File: src/design/pwm_sync_pkg.sv
// Constants shared by the PWM synchronisation and oscillator calibration block.
// Assumes a single 20 MHz system clock and a word-wide plain register port.
//
// What this block does
// RQ1: Five synchronisation methods are chosen by the method-select field of the control register.
// RQ2: Method 1h counts the sync reference period in system clocks into a readable register.
// RQ3: The measured period is 12 bits wide and saturates at 4095 counts.
// RQ4: Method 2h ignores the programmed period and restarts the reference counter on sync rises.
// RQ5: Method 5h counts system clocks between 20 kHz sync rises, with 1000 as the ideal count.
// RQ6: The sync reference is taken as accurate and any deviation trims the oscillator to 20 MHz.
// RQ7: Method 6h calibrates from the sync reference and also restarts the counter on its rises.
// RQ8: Method 7h calibrates from the serial clock, using the rate and cycle-count fields.
// RQ9: Serial-clock calibration times the configured number of cycles and trims to the 20 MHz count.
// RQ10: The configured cycle count sets the window length and thus the calibration accuracy.
// RQ11: The controller supplies one reference waveform on the sync pin to keep the PWM aligned.
// RQ12: Register traffic is taken only while the active-low serial select is held low.
// RQ13: In up counting the reference counter runs from zero to the period value, then back to zero.
// RQ14: While enabled a high-side output is high when its duty value exceeds the counter, else low.
// RQ15: Sync reference and serial clock pass a two-stage synchroniser before edge detection.

package pwm_sync_pkg;

    localparam int ADDR_W = 3;
    localparam int DATA_W = 16;
    localparam int CNT_W = 12;
    localparam int TRIM_W = 8;
    localparam int SC_TIME_W = 16;
    localparam int SC_CYC_W = 7;

    // Register indices on the plain port.
    localparam logic [ADDR_W-1:0] ADDR_CONTROL = 3'h0;
    localparam logic [ADDR_W-1:0] ADDR_PERIOD = 3'h1;
    localparam logic [ADDR_W-1:0] ADDR_DUTY_A = 3'h2;
    localparam logic [ADDR_W-1:0] ADDR_DUTY_B = 3'h3;
    localparam logic [ADDR_W-1:0] ADDR_DUTY_C = 3'h4;
    localparam logic [ADDR_W-1:0] ADDR_SYNC_PERIOD = 3'h5;
    localparam logic [ADDR_W-1:0] ADDR_TRIM = 3'h6;
    localparam logic [ADDR_W-1:0] ADDR_STATUS = 3'h7;

    // Control register field positions.
    localparam int F_METHOD_LSB = 0;
    localparam int F_SHAPE_LSB = 4;
    localparam int F_ENABLE = 6;
    localparam int F_RATE_LSB = 8;
    localparam int F_NCYC_LSB = 10;

    // Synchronisation method codes.
    localparam logic [2:0] METHOD_OFF = 3'h0;
    localparam logic [2:0] METHOD_MEASURE = 3'h1;
    localparam logic [2:0] METHOD_SLAVE = 3'h2;
    localparam logic [2:0] METHOD_CAL = 3'h5;
    localparam logic [2:0] METHOD_CAL_SLAVE = 3'h6;
    localparam logic [2:0] METHOD_SCLK_CAL = 3'h7;

    // Counter shape codes.
    localparam logic [1:0] SHAPE_UPDOWN = 2'h0;
    localparam logic [1:0] SHAPE_UP = 2'h1;
    localparam logic [1:0] SHAPE_DOWN = 2'h2;

    // Rates and counts.
    localparam int SYS_CLK_HZ = 20_000_000;
    localparam int SYNC_REF_HZ = 20_000;
    localparam logic [CNT_W-1:0] IDEAL_SYNC_COUNT = CNT_W'(SYS_CLK_HZ / SYNC_REF_HZ);
    localparam logic [CNT_W-1:0] SYNC_COUNT_MAX = 12'hfff;
    localparam logic [SC_TIME_W-1:0] SC_TIME_MAX = 16'hffff;

    // Serial clock rate select: system clocks per serial clock cycle for 1, 2, 5, 10 MHz.
    localparam logic [4:0] SC_RATIO_0 = 5'(SYS_CLK_HZ / 1_000_000);
    localparam logic [4:0] SC_RATIO_1 = 5'(SYS_CLK_HZ / 2_000_000);
    localparam logic [4:0] SC_RATIO_2 = 5'(SYS_CLK_HZ / 5_000_000);
    localparam logic [4:0] SC_RATIO_3 = 5'(SYS_CLK_HZ / 10_000_000);

    // Calibration window lengths in serial clock cycles.
    localparam logic [SC_CYC_W-1:0] SC_NCYC_0 = 7'h08;
    localparam logic [SC_CYC_W-1:0] SC_NCYC_1 = 7'h10;
    localparam logic [SC_CYC_W-1:0] SC_NCYC_2 = 7'h20;
    localparam logic [SC_CYC_W-1:0] SC_NCYC_3 = 7'h40;

    // Reset values and trim limits.
    localparam logic [CNT_W-1:0] PERIOD_RESET = 12'h3e8;
    localparam logic [TRIM_W-1:0] TRIM_RESET = 8'h80;
    localparam logic [TRIM_W-1:0] TRIM_MAX = 8'hff;
    localparam logic [TRIM_W-1:0] TRIM_MIN = 8'h00;

endpackage : pwm_sync_pkg

File: src/design/input_synchroniser.sv
// Two-stage synchroniser with rising-edge detection, one lane per input bit.
// Assumes the inputs are asynchronous to clock and reset_n is already synchronous on release.

`timescale 1ns/1ps
`default_nettype none

module input_synchroniser #(
    parameter int WIDTH = 2
) (
    input wire logic clock,
    input wire logic reset_n,
    input wire logic [WIDTH-1:0] async_in,
    output logic [WIDTH-1:0] level,
    output logic [WIDTH-1:0] rise
);

    logic [WIDTH-1:0] meta_q;
    logic [WIDTH-1:0] sync_q;
    logic [WIDTH-1:0] last_q;

    ////////////////////////////////////////////////////////////////////////////
    // Only the second stage is ever looked at; the first may be metastable.
    genvar i;
    for (i = 0; i < WIDTH; i++) begin : g_lane
        always_ff @(posedge clock or negedge reset_n) begin
            if (!reset_n) begin
                meta_q[i] <= 1'b0;
                sync_q[i] <= 1'b0;
                last_q[i] <= 1'b0;
            end else begin
                meta_q[i] <= async_in[i]; // [RQ15]
                sync_q[i] <= meta_q[i]; // [RQ15]
                last_q[i] <= sync_q[i];
            end
        end
        assign rise[i] = sync_q[i] & ~last_q[i]; // [RQ15]
    end

    // The level output is the clean second stage.
    assign level = sync_q;

endmodule : input_synchroniser

`default_nettype wire

File: src/design/pwm_sync_osc_calibration.sv
// PWM reference counter with sync-pin slaving and oscillator trim calibration.
// Assumes a 20 MHz clock, a plain register port driven synchronously, and an
// analog oscillator that follows osc_trim (higher code means faster clock).
//
// The register addresses and the plain strobed port were chosen for this implementation.

`timescale 1ns/1ps
`default_nettype none

module pwm_sync_osc_calibration
    import pwm_sync_pkg::*;
(
    input wire logic clock,
    input wire logic reset_n,
    input wire logic sync_ref,
    input wire logic serial_clock,
    input wire logic serial_select_n,
    input wire logic [ADDR_W-1:0] bus_addr,
    input wire logic [DATA_W-1:0] bus_wdata,
    input wire logic bus_wr,
    input wire logic bus_rd,
    output logic [DATA_W-1:0] bus_rdata,
    output logic [2:0] phase_high,
    output logic [TRIM_W-1:0] osc_trim
);

    typedef struct packed {
        logic [2:0] sync_method_select;
        logic [1:0] counter_shape_select;
        logic enable;
        logic [1:0] serial_clock_rate_select;
        logic [1:0] calibration_cycle_count;
        logic [CNT_W-1:0] pwm_period_setting;
        logic [2:0][CNT_W-1:0] phase_duty_value;
        logic [CNT_W-1:0] ref_cnt;
        logic down;
        logic [CNT_W-1:0] meas;
        logic armed;
        logic [CNT_W-1:0] sync_period_count;
        logic [TRIM_W-1:0] trim;
        logic sc_run;
        logic [SC_TIME_W-1:0] sc_time;
        logic [SC_CYC_W-1:0] sc_cyc;
        logic [DATA_W-1:0] rdata;
        logic [2:0] hs;
    } state_t;

    state_t st_q;
    state_t st_d;
    logic [1:0] rst_sync_q;
    logic rst_n;
    logic [1:0] in_level;
    logic [1:0] in_rise;
    logic sync_rise;
    logic sclk_rise;
    logic [CNT_W-1:0] meas_inc;
    logic [CNT_W-1:0] period_value;
    logic slave_mode;
    logic cal_mode;
    logic [SC_CYC_W-1:0] sc_target;
    logic [4:0] sc_ratio;
    logic [SC_TIME_W-1:0] sc_expected;
    logic [SC_TIME_W-1:0] sc_time_inc;
    logic sc_done;
    logic bus_take_wr;
    logic bus_take_rd;

    ////////////////////////////////////////////////////////////////////////////
    // Reset release through two flops so every state flop leaves reset together.
    always_ff @(posedge clock or negedge reset_n) begin
        if (!reset_n) begin
            rst_sync_q <= 2'h0;
        end else begin
            rst_sync_q <= {rst_sync_q[0], 1'b1};
        end
    end
    assign rst_n = rst_sync_q[1];

    // Lane 0 is the sync reference, lane 1 the serial clock.
    input_synchroniser #(
        .WIDTH(2)
    ) u_sync (
        .clock(clock),
        .reset_n(rst_n),
        .async_in({serial_clock, sync_ref}),
        .level(in_level),
        .rise(in_rise)
    );
    assign sync_rise = in_rise[0];
    assign sclk_rise = in_rise[1];

    ////////////////////////////////////////////////////////////////////////////
    // Method decode and derived values.
    assign slave_mode = (st_q.sync_method_select == METHOD_SLAVE) ||
                        (st_q.sync_method_select == METHOD_CAL_SLAVE); // [RQ1] [RQ4] [RQ7]
    assign cal_mode = (st_q.sync_method_select == METHOD_CAL) ||
                      (st_q.sync_method_select == METHOD_CAL_SLAVE); // [RQ1] [RQ5] [RQ7]
    // Saturating count of cycles since the last sync rise.
    assign meas_inc = (st_q.meas == SYNC_COUNT_MAX) ? SYNC_COUNT_MAX :
                      CNT_W'(st_q.meas + 12'h001); // [RQ3]
    // When slaved, the last measured sync period stands in for the programmed one.
    assign period_value = slave_mode ? st_q.sync_period_count : st_q.pwm_period_setting; // [RQ4]
    // Serial calibration window; a longer window gives finer resolution per trim step.
    always_comb begin
        unique case (st_q.calibration_cycle_count)
            2'h0: sc_target = SC_NCYC_0; // [RQ10]
            2'h1: sc_target = SC_NCYC_1;
            2'h2: sc_target = SC_NCYC_2;
            2'h3: sc_target = SC_NCYC_3;
        endcase
        unique case (st_q.serial_clock_rate_select)
            2'h0: sc_ratio = SC_RATIO_0; // [RQ8]
            2'h1: sc_ratio = SC_RATIO_1;
            2'h2: sc_ratio = SC_RATIO_2;
            2'h3: sc_ratio = SC_RATIO_3;
        endcase
    end
    assign sc_expected = SC_TIME_W'(sc_target) * SC_TIME_W'(sc_ratio); // [RQ9]
    assign sc_time_inc = (st_q.sc_time == SC_TIME_MAX) ? SC_TIME_MAX :
                         SC_TIME_W'(st_q.sc_time + 16'h0001);
    assign sc_done = (st_q.sync_method_select == METHOD_SCLK_CAL) && st_q.sc_run && sclk_rise &&
                     (SC_CYC_W'(st_q.sc_cyc + 7'h01) == sc_target); // [RQ9]
    // Register traffic counts only while the serial select is low.
    assign bus_take_wr = bus_wr && !serial_select_n; // [RQ12]
    assign bus_take_rd = bus_rd && !serial_select_n; // [RQ12]

    ////////////////////////////////////////////////////////////////////////////
    // Next-state logic for the whole block.
    always_comb begin
        st_d = st_q;
        st_d.rdata = '0;

        // Register writes.
        if (bus_take_wr) begin
            unique case (bus_addr)
                ADDR_CONTROL: begin
                    st_d.sync_method_select = bus_wdata[F_METHOD_LSB +: 3]; // [RQ1]
                    st_d.counter_shape_select = bus_wdata[F_SHAPE_LSB +: 2];
                    st_d.enable = bus_wdata[F_ENABLE];
                    st_d.serial_clock_rate_select = bus_wdata[F_RATE_LSB +: 2]; // [RQ8]
                    st_d.calibration_cycle_count = bus_wdata[F_NCYC_LSB +: 2]; // [RQ8]
                end
                ADDR_PERIOD: st_d.pwm_period_setting = bus_wdata[CNT_W-1:0];
                ADDR_DUTY_A: st_d.phase_duty_value[0] = bus_wdata[CNT_W-1:0];
                ADDR_DUTY_B: st_d.phase_duty_value[1] = bus_wdata[CNT_W-1:0];
                ADDR_DUTY_C: st_d.phase_duty_value[2] = bus_wdata[CNT_W-1:0];
                default: ;
            endcase
        end

        // Register reads; data stand only in the following cycle, idle cycles give zero.
        if (bus_take_rd) begin
            unique case (bus_addr)
                ADDR_CONTROL: st_d.rdata = {4'h0, st_q.calibration_cycle_count,
                                            st_q.serial_clock_rate_select, 1'b0, st_q.enable,
                                            st_q.counter_shape_select, 1'b0,
                                            st_q.sync_method_select};
                ADDR_PERIOD: st_d.rdata = DATA_W'(st_q.pwm_period_setting);
                ADDR_DUTY_A: st_d.rdata = DATA_W'(st_q.phase_duty_value[0]);
                ADDR_DUTY_B: st_d.rdata = DATA_W'(st_q.phase_duty_value[1]);
                ADDR_DUTY_C: st_d.rdata = DATA_W'(st_q.phase_duty_value[2]);
                ADDR_SYNC_PERIOD: st_d.rdata = DATA_W'(st_q.sync_period_count); // [RQ2]
                ADDR_TRIM: st_d.rdata = DATA_W'(st_q.trim);
                ADDR_STATUS: st_d.rdata = {13'h0000, st_q.sc_run, st_q.armed, in_level[0]};
            endcase
        end

        // Sync period measurement runs in every method so slaving has a period.
        if (sync_rise) begin
            st_d.meas = '0;
            st_d.armed = 1'b1;
            if (st_q.armed) begin
                st_d.sync_period_count = meas_inc; // [RQ2] [RQ3]
            end
            // Reference taken as exact: a high count means our clock runs fast.
            if (cal_mode && st_q.armed) begin
                if (meas_inc > IDEAL_SYNC_COUNT && st_q.trim != TRIM_MIN) begin
                    st_d.trim = TRIM_W'(st_q.trim - 8'h01); // [RQ5] [RQ6]
                end else if (meas_inc < IDEAL_SYNC_COUNT && st_q.trim != TRIM_MAX) begin
                    st_d.trim = TRIM_W'(st_q.trim + 8'h01); // [RQ5] [RQ6]
                end
            end
        end else begin
            st_d.meas = meas_inc; // [RQ3]
        end

        // Serial clock calibration windows run back to back while method 7h is selected.
        if (st_q.sync_method_select != METHOD_SCLK_CAL) begin
            st_d.sc_run = 1'b0;
        end else if (!st_q.sc_run) begin
            if (sclk_rise) begin
                st_d.sc_run = 1'b1; // [RQ8]
                st_d.sc_time = '0;
                st_d.sc_cyc = '0;
            end
        end else if (sc_done) begin
            st_d.sc_time = '0;
            st_d.sc_cyc = '0;
            if (sc_time_inc > sc_expected && st_q.trim != TRIM_MIN) begin
                st_d.trim = TRIM_W'(st_q.trim - 8'h01); // [RQ9]
            end else if (sc_time_inc < sc_expected && st_q.trim != TRIM_MAX) begin
                st_d.trim = TRIM_W'(st_q.trim + 8'h01); // [RQ9]
            end
        end else begin
            st_d.sc_time = sc_time_inc;
            if (sclk_rise) begin
                st_d.sc_cyc = SC_CYC_W'(st_q.sc_cyc + 7'h01);
            end
        end

        // Reference counter; held at its start point while disabled.
        if (!st_q.enable) begin
            st_d.ref_cnt = (st_q.counter_shape_select == SHAPE_UP) ? '0 : period_value;
            st_d.down = 1'b1;
        end else if (slave_mode && sync_rise) begin
            st_d.ref_cnt = (st_q.counter_shape_select == SHAPE_UP) ? '0 : period_value; // [RQ4] [RQ7]
            st_d.down = 1'b1;
        end else begin
            unique case (st_q.counter_shape_select)
                SHAPE_UP: begin
                    st_d.ref_cnt = (st_q.ref_cnt >= period_value) ? '0 :
                                   CNT_W'(st_q.ref_cnt + 12'h001); // [RQ13]
                end
                SHAPE_DOWN: begin
                    st_d.ref_cnt = (st_q.ref_cnt == '0) ? period_value :
                                   CNT_W'(st_q.ref_cnt - 12'h001);
                end
                default: begin
                    // V shape: down to zero, up to the period, then down again.
                    if (st_q.down) begin
                        st_d.ref_cnt = (st_q.ref_cnt == '0) ? 12'h001 : CNT_W'(st_q.ref_cnt - 12'h001);
                        st_d.down = (st_q.ref_cnt != '0);
                    end else begin
                        st_d.ref_cnt = (st_q.ref_cnt >= period_value) ? CNT_W'(st_q.ref_cnt - 12'h001) :
                                       CNT_W'(st_q.ref_cnt + 12'h001);
                        st_d.down = (st_q.ref_cnt >= period_value);
                    end
                end
            endcase
        end

        // High-side compare, registered for clean outputs.
        for (int p = 0; p < 3; p++) begin
            st_d.hs[p] = st_q.enable && (st_q.phase_duty_value[p] > st_q.ref_cnt); // [RQ14]
        end
    end

    ////////////////////////////////////////////////////////////////////////////
    // State register.
    always_ff @(posedge clock or negedge rst_n) begin
        if (!rst_n) begin
            st_q <= '0;
            st_q.pwm_period_setting <= PERIOD_RESET;
            st_q.ref_cnt <= PERIOD_RESET;
            st_q.down <= 1'b1;
            st_q.trim <= TRIM_RESET;
        end else begin
            st_q <= st_d;
        end
    end

    assign bus_rdata = st_q.rdata;
    assign phase_high = st_q.hs;
    assign osc_trim = st_q.trim;
endmodule : pwm_sync_osc_calibration

`default_nettype wire

File: config.mk
export PLATFORM = sky130hd
export DESIGN_NAME = pwm_sync_osc_calibration
export DESIGN_NICKNAME = d
export VERILOG_FILES = /design/src/design/pwm_sync_pkg.sv /design/src/design/input_synchroniser.sv /design/src/design/pwm_sync_osc_calibration.sv
export SDC_FILE = /design/constraint.sdc
export NUM_CORES = 1
export LEC_CHECK = 0
export BUFFER_PORTS_ARGS = -buffer_cell sky130_fd_sc_hd__buf_4
export CORE_MARGIN = 8
export CORE_UTILIZATION = 57
export DETAILED_ROUTE_END_ITERATION = 16
export PLACE_DENSITY = 0.9
export SYNTH_ARGS = -nofsm -noshare
export SYNTH_HDL_FRONTEND = slang
export SYNTH_HIERARCHICAL = 1
export SYNTH_SLANG_ARGS = --single-unit
File: constraint.sdc
create_clock -name clock -period 4.4 [get_ports clock]
set_input_delay 0.88 -clock clock [delete_from_list [all_inputs] [get_ports clock]]
set_output_delay 0.88 -clock clock [all_outputs]
set_load 0.005 [all_outputs]
==> summary.txt, run 1 <==
Status
  • Status: complete, but fails checks
  • Failing checks: setup timing

Critical path
  • Critical path cell sequence: buf_4 > nor2_4 > nand2_2 > fa_1 > inv_2 > fa_1 > ha_1 > ha_2 > inv_2 > fa_2 > inv_2 > a21o_1 > a21oi_2 > xnor2_1 > ha_1 > and4_4 > a221oi_4 > nand2_1 > or3_4 > nor2_2 > a222oi_1 > and3_1
  • Worst path max stage delay: 0.54 ns
  • Nature of the critical path endpoint: flip-flop
  • Worst Path Required: 4.73 ns
  • Critical path type: flip-flop to flip-flop
  • Reg2reg end: osc_trim[1]$_DFF_PN0_
  • CP startpoint: st_q[138]$_DFFE_PN0P_
  • CP max stage cell: fa_1
  • Critical-path maximum fanout: 7
  • Crit start category: flip-flop
  • Worst r2r path cells: 22
  • R2R Path Start: st_q[138]$_DFFE_PN0P_
  • Critical path arrival: 5.46 ns
  • CP most frequent cell: inv_2
  • Setup slack, reg-to-reg: -0.73 ns

Placement
  • Port Buffers: 44
  • Gp weighted congestion: 0.948
  • DP Area: 0.0116 mm²
  • Dpl hpwl: 21800 µm

Clock network
  • Cts hold-fix bufs: 0
  • # clock sinks: 151
  • Clk Latency, worst-skew pair: 0.44 ns
  • CTS Buf Count: 17
  • CTS tree: built
  • Root buf cell: clkbuf_16
  • CTS HTree Levels: 4
  • Clock buffer depth: 2
  • Worst-path clk slew: 0.07 ns

Route
  • Routed vias: 10100
  • Routed wire length per instance: 20.8 µm
  • DR iter-0 viols: 907
  • Vias per cell: 6.65
  • Drt drc: 0
  • First-pass iteration count of the detailed router: 7
  • Routed Antenna Nets: 0
  • Total wire length: 31500 µm

Global routing
  • Initial antenna violation count: 1
  • Largest net degree at the start of global routing: 85
  • Number of global-route vias before repair: 10100
  • Total grt overflow: 0
  • Global-route wire length before repair: 50900 µm
  • Gr usage total: 26.2%

Synth
  • Netlist cell types: 87
  • Syn_area_per_cell: 9.07 µm²
  • XOR/XNOR Fraction of Synth Area: 4.04%
  • Number of synthesized flops with an enable pin: 0
  • Syn Inst Count: 1220
  • Post-synth top flop: dfrtp_1
  • Fraction of registers with async set or reset after synthesis: 100%
  • YS warnings: 6
  • Seq cells post-synth: 151
  • Most frequent cell after synthesis: dfrtp_1
  • Post-synthesis cell area: 0.0111 mm²
  • Ranking of synthesized cells by area: dfrtp_1 31%, ha_1 9.3%, mux2_2 6.5%, o21ai_0 4.0%, nand2_1 3.5%
  • Register area share after synthesis: 34.3%
  • Commonest cells post-synth: 137 x dfrtp_1, 102 x nand2_1, 91 x nor2_1, 88 x o21ai_0, 82 x ha_1
  • Share of the synthesized area in the top cell type: 31.0%
  • Simple-gate portion of the synthesized area: 17.8%
  • Synth area leader: dfrtp_1
  • Multiplexer share of the synthesized area: 9.52%
  • Synth Area in Adders: 10.2%
  • Compound-Gate Fraction of Synth Area: 17.9%
  • Largest family of logic cells by synthesized area: compound AO/OA/AOI/OAI gates

Worst hold path
  • Hold/Removal Path Class: primary input to async pin

STA
  • Rel. slew slack: 15.9%
  • Final Max Slew Viols: 0
  • Final Hold Fails: 0
  • Worst-Margin Slew: 1.25 ns
  • Post-route setup TNS: -5.43 ns
  • Tcrit/Tclk final: 117%
  • FMAX: 0.195 GHz
  • Unrepaired setup endpoints after global routing: yes
  • Worst hold margin: 0.211 ns
  • Tmin final: 5.13 ns
  • Setup Skew: 0.0133 ns
  • Setup WS post-layout: -0.731 ns
  • Final setup fails: 8

Cells and area
  • P&R area growth vs syn: 10.9%
  • Share of cells above drive strength 1: 19.9%
  • # nets final: 1348
  • Design Area, Final: 0.0123 mm²
  • Final core utilization: 63.7%

Power
  • Max rail drop VDD: 0.000303 V
  • Power density over cell area: 504 mW/mm²
  • Leakage: 5.55 nW

Die
  • Initial Utilization: 57.4%
  • Area of the core: 0.0193 mm²
  • Row cnt: 51
  • Io pins: 53
  • Die area: 0.0241 mm²
  • Die Ht: 155 µm
  • Die width: 155 µm

Job
  • Max_cap viols: 0
-- cell usage in the layout (no fill, tap or decap), types with 9 or more instances in the layout --
cell type  count
mux2i_1       31
dfrtp_1      134
buf_4         80
a21oi_1       44
nor4_1        11
nand2_1      100
and2_1        10
o22ai_1       11
o21ai_0       87
ha_1          81
clkbuf_16     17
a211oi_1      12
xnor2_1       37
and3_1        18
nand4_1       19
mux2_2        64
nor2b_1        9
a21o_1        20
a31oi_1       18
nor3_1        25
a221oi_1       9
nor2_1        88
nand2b_1      11
nand3_1       45
dfstp_2       14
inv_1         53
xor2_1        14
-- metrics by stage --
| stage | setup slack, ns | instances | power (mW) |
|---|---|---|---|
| final | -0.731 | 1514 | 6.19 |
| after floorplan | -0.525 | 1223 | 3.80 |
| after detailed placement | -0.748 | 1472 | 4.54 |
| after global placement | -0.599 | 1472 | 4.36 |
| after CTS | -0.648 | 1510 | 6.04 |
| after global routing | -0.890 | 1514 | 6.51 |
-- worst max path at each step --
stage                            endpoint  slack (ns)  cells after the start
CTS                 osc_trim[1]$_DFF_PN0_       -0.65                     22
global route        osc_trim[2]$_DFF_PN0_       -0.89                     23
finish              osc_trim[1]$_DFF_PN0_       -0.73                     22
detailed placement  osc_trim[5]$_DFF_PN0_       -0.75                     21
global placement    osc_trim[5]$_DFF_PN0_       -0.60                     21
floorplan           osc_trim[5]$_DFF_PN0_       -0.53                     23
-- final cells by class --
| class | count | area [µm²] |
|---|---|---|
| fill | 1472 | 7000 |
| multi-input combinational | 924 | 6710 |
| sequential | 151 | 3800 |
| timing repair buffer | 84 | 654 |
| clock buffer | 18 | 429 |
| tap | 265 | 332 |
| inverter | 57 | 214 |
| clock inverter | 14 | 126 |
| antenna | 1 | 2.50 |
-- cells by family after synthesis --
family,after synthesis
simple gates,391
buf+inv,148
compound gates,294
mux,96
other cells,2
fa+ha+maj,87
flops,151
xor+xnor,51
-- report_power, final --
group          switching, mW  internal [mW]  total [mW]
Sequential             0.366           1.66        2.02
Clock                  0.626          0.781        1.41
Combinational           1.54           1.21        2.75
Total                   2.53           3.65        6.19
-- worst max-delay path: cells and delay by family, from the launching register on --
kind                     cells  cell delay, ns
flip-flops                   1            0.45
buffers and inverters        4            0.32
XOR/XNOR                     1            0.12
AO/OA/AOI/OAI                4            0.62
AND/OR/NAND/NOR              7            1.38
adder cells (fa/ha/maj)      6            2.11
-- registers in the layout, summed over array words and instances (netlist names) --
register	cells
bus_rdata	12
st_q	120
u_sync/level	2
u_sync/last_q	2
phase_high	3
u_sync/meta_q	2
osc_trim	8
rst_sync_q	2
-- repair_timing --
action / in CTS / in global routing
hold endpoints to repair: 0 / 0
endpoints found under the setup margin: 8 / 8
resized for setup: 18 / 7
pin swaps: 20 / 16
setup buffers: 6 / 3
-- per-layer routing --
metal / global-route usage, % / vias to the layer above / share of wire (%)
met4: 15.4 / 0 / 5.9
met3: 5.60 / 167 / 9.5
met1: 30.7 / 4785 / 37
met2: 43.9 / 682 / 48
li1: - / 4441 / -
met5: 0 / - / 0
Note: power is estimated with default switching activity, not from simulation.
==> inputs of run 2 (changes only) <==
- CORE_UTILIZATION: 57 -> 60
- clock period: 4.4 -> 5.7 ns (I/O delays scaled with it)
==> summary.txt, run 2 (synthesis gave the netlist of run 1 again) <==
Route
  • Total wire length: 30700 µm (-2.6%)
  • Routed wire length per instance: 21.2 µm (+2.0%)
  • Vias per cell: 6.82 (+2.5%)
  • Drt drc: 0 (unchanged)
  • Routed vias: 9852 (-2.2%)
  • Routed Antenna Nets: 0 (unchanged)
  • DR iter-0 viols: 1329 (+47%)
  • First-pass iteration count of the detailed router: 5 (-2)

STA
  • FMAX: 0.184 GHz (-5.5%)
  • Worst-Margin Slew: 1.20 ns (-0.0530 ns)
  • Tcrit/Tclk final: 95.2% (-21 points)
  • Setup WS post-layout: 0.272 ns (+1.00 ns)
  • Post-route setup TNS: 0 ns (+5.43 ns)
  • Final Hold Fails: 0 (unchanged)
  • Tmin final: 5.43 ns (+0.297 ns)
  • Setup Skew: 0.0105 ns (-0.00283 ns)
  • Rel. slew slack: 19.4% (+3.6 points)
  • Final setup fails: 0 (-8)
  • Final Max Slew Viols: 0 (unchanged)

Cells and area
  • Antenna Cells: 0 (-1)
  • Commonest non-fill, non-tap cells in the layout: 135 x dfrtp_1, 102 x nand2_1, 91 x nor2_1
  • Largest Register: st_q
  • Max reg flops: 120 (unchanged)
  • Share of cells above drive strength 1: 15.8% (-4.1 points)
  • Commonest non-fill, non-tap cell in the layout: dfrtp_1
  • Design Area, Final: 0.0119 mm² (-3.0%)
  • P&R area growth vs syn: 7.54%
  • # nets final: 1316 (-2.4%)

Worst hold path
  • Hold depth: 0
  • Hold/Removal Path Class: flip-flop to flip-flop

Critical path
  • Crit start category: flip-flop
  • Critical path arrival: 5.75 ns (+0.29 ns)
  • Worst Path Required: 6.03 ns (+1.30 ns)
  • Worst r2r path cells: 22 (unchanged)
  • Nature of the critical path endpoint: flip-flop
  • Critical-path maximum fanout: 11 (+4)
  • Critical path type: flip-flop to flip-flop

Clock network
  • CTS tree: built
  • Clk Latency, worst-skew pair: 0.44 ns (about the same)
  • Post-CTS setup buffers: 0 (-6)
  • Root buf cell: clkbuf_16
  • # clock sinks: 151 (unchanged)
  • Clock buffer depth: 2 (unchanged)
  • Post-cts sizing count: 0 (-18)
  • CTS HTree Levels: 4 (unchanged)
  • Cts hold-fix bufs: 0 (unchanged)
  • CTS Buf Count: 17 (unchanged)
  • Worst-path clk slew: 0.06 ns (about the same)

Die
  • Area of the core: 0.0180 mm² (-6.5%)
  • Die width: 152 µm (-2.3%)
  • Die Ht: 152 µm (-2.3%)
  • Row cnt: 49 (-3.9%)
  • Initial Utilization: 61.4% (+4.0 points)
  • Die area: 0.0230 mm² (-4.5%)
  • Io pins: 53 (unchanged)

Power
  • Sw Pwr: 1.88 mW (-26%)
  • Power density over cell area: 393 mW/mm² (-22%)
  • Max rail drop VDD: 0.000445 V (+47%)
  • Sequential share of power: 33.3% (+0.6 points)
  • Tot Pwr: 4.67 mW (-24%)
  • Switching part of the total power: 40.2% (-0.77 points)
  • Int Power: 2.79 mW (-23%)
  • Clock Power Share: 25.0% (+2.2 points)
  • Combinational Power Share: 41.7% (-2.8 points)
  • Leakage: 5.38 nW (-3.0%)

Placement
  • Pre-CTS setup slack: 0.188 ns (+0.937 ns)
  • Port Buffers: 44 (unchanged)
  • Gp weighted congestion: 0.947 (about the same)
  • Dpl hpwl: 21300 µm (-2.7%)
  • DP Area: 0.0113 mm² (-2.4%)

Global routing
  • Largest net degree at the start of global routing: 67 (-21%)
  • Gr usage total: 27.1% (+0.90 points)
  • Total grt overflow: 0 (unchanged)
  • Number of global-route vias before repair: 9527 (-5.7%)
  • Initial antenna violation count: 0 (-1)
  • Global-route wire length before repair: 49200 µm (-3.2%)

Status
  • Status: complete, no violations

Job
  • Max_cap viols: 0 (unchanged)
[run 2: cell count changes in the layout (fill, tap and decap cells not counted), sizes merged]
cell      change
buf          -32
bufinv        +2
clkbuf        +2
clkinv        -2
clkinvlp      -1
diode         -1
inv           -1
[run 2: worst max-delay path: stages, from the launching register on]
cell	delay, ns
dfrtp_2	0.47
nor2_1	0.25
nand2_1	0.13
fa_1	0.55
inv_1	0.05
fa_1	0.48
ha_1	0.29
ha_1	0.16
inv_1	0.06
fa_1	0.40
inv_1	0.08
a21o_1	0.10
a21oi_1	0.07
xnor2_1	0.13
ha_1	0.30
and4_1	0.18
a221oi_2	0.34
nand2_1	0.10
or3_1	0.49
nor2_4	0.27
or3_1	0.16
a31oi_1	0.09
a21o_1	0.18
[run 2: final timing paths]
check | start | end | slack [ns]
worst max-delay path | st_q[137]$_DFFE_PN0P_ | osc_trim[2]$_DFF_PN0_ | 0.27
worst min-delay path | rst_sync_q[0]$_DFF_PN0_ | rst_sync_q[1]$_DFF_PN0_ | 0.35
worst max register to register | st_q[137]$_DFFE_PN0P_ | osc_trim[2]$_DFF_PN0_ | 0.27
worst min register to register | rst_sync_q[0]$_DFF_PN0_ | rst_sync_q[1]$_DFF_PN0_ | 0.35
max in group asynchronous | rst_sync_q[1]$_DFF_PN0_ | st_q[77]$_DFF_PN0_ | 3.95
min in group asynchronous | rst_sync_q[1]$_DFF_PN0_ | u_sync/level[0]$_DFF_PN0_ | 0.38
[run 2: area by class of cell]
class	instances	area [µm²]
Clock buffer	20	447
Clock inverter	12	150
Fill cell	1330	6130
Inverter	57	214
Multi-Input combinational cell	924	6610
Sequential cell	151	3800
Tap cell	229	287
Timing Repair Buffer	52	390
[run 2: per-layer routing]
metal / track usage, % / share of wire [%] / up-vias
li1: - / - / 4384
met1: 34.9 / 40 / 4671
met2: 42.1 / 45 / 663
met3: 5.58 / 10 / 134
met4: 14.9 / 4.7 / 0
met5: 0 / 0 / -
[run 2: through the flow]
| stage | hold slack [ns] | util (%) | instances |
|---|---|---|---|
| after floorplan | 0.331 | - | 1223 |
| after global placement | 0.333 | 62.6 | 1413 |
| after detailed placement | 0.336 | 62.6 | 1413 |
| after CTS | 0.350 | 65.9 | 1445 |
| after global routing | 0.359 | 66.0 | 1445 |
| final | 0.350 | 66.0 | 1445 |
[run 2: power by group through the flow]
stage	clock [mW]	combinational (mW)	sequential, mW
6_report	1.17	1.95	1.56
4_1_cts	1.18	1.89	1.54
3_3_place_gp	0	1.74	1.54
5_1_grt	1.22	2.14	1.57
3_5_place_dp	0	1.84	1.55
2_1_floorplan	0	1.48	1.44
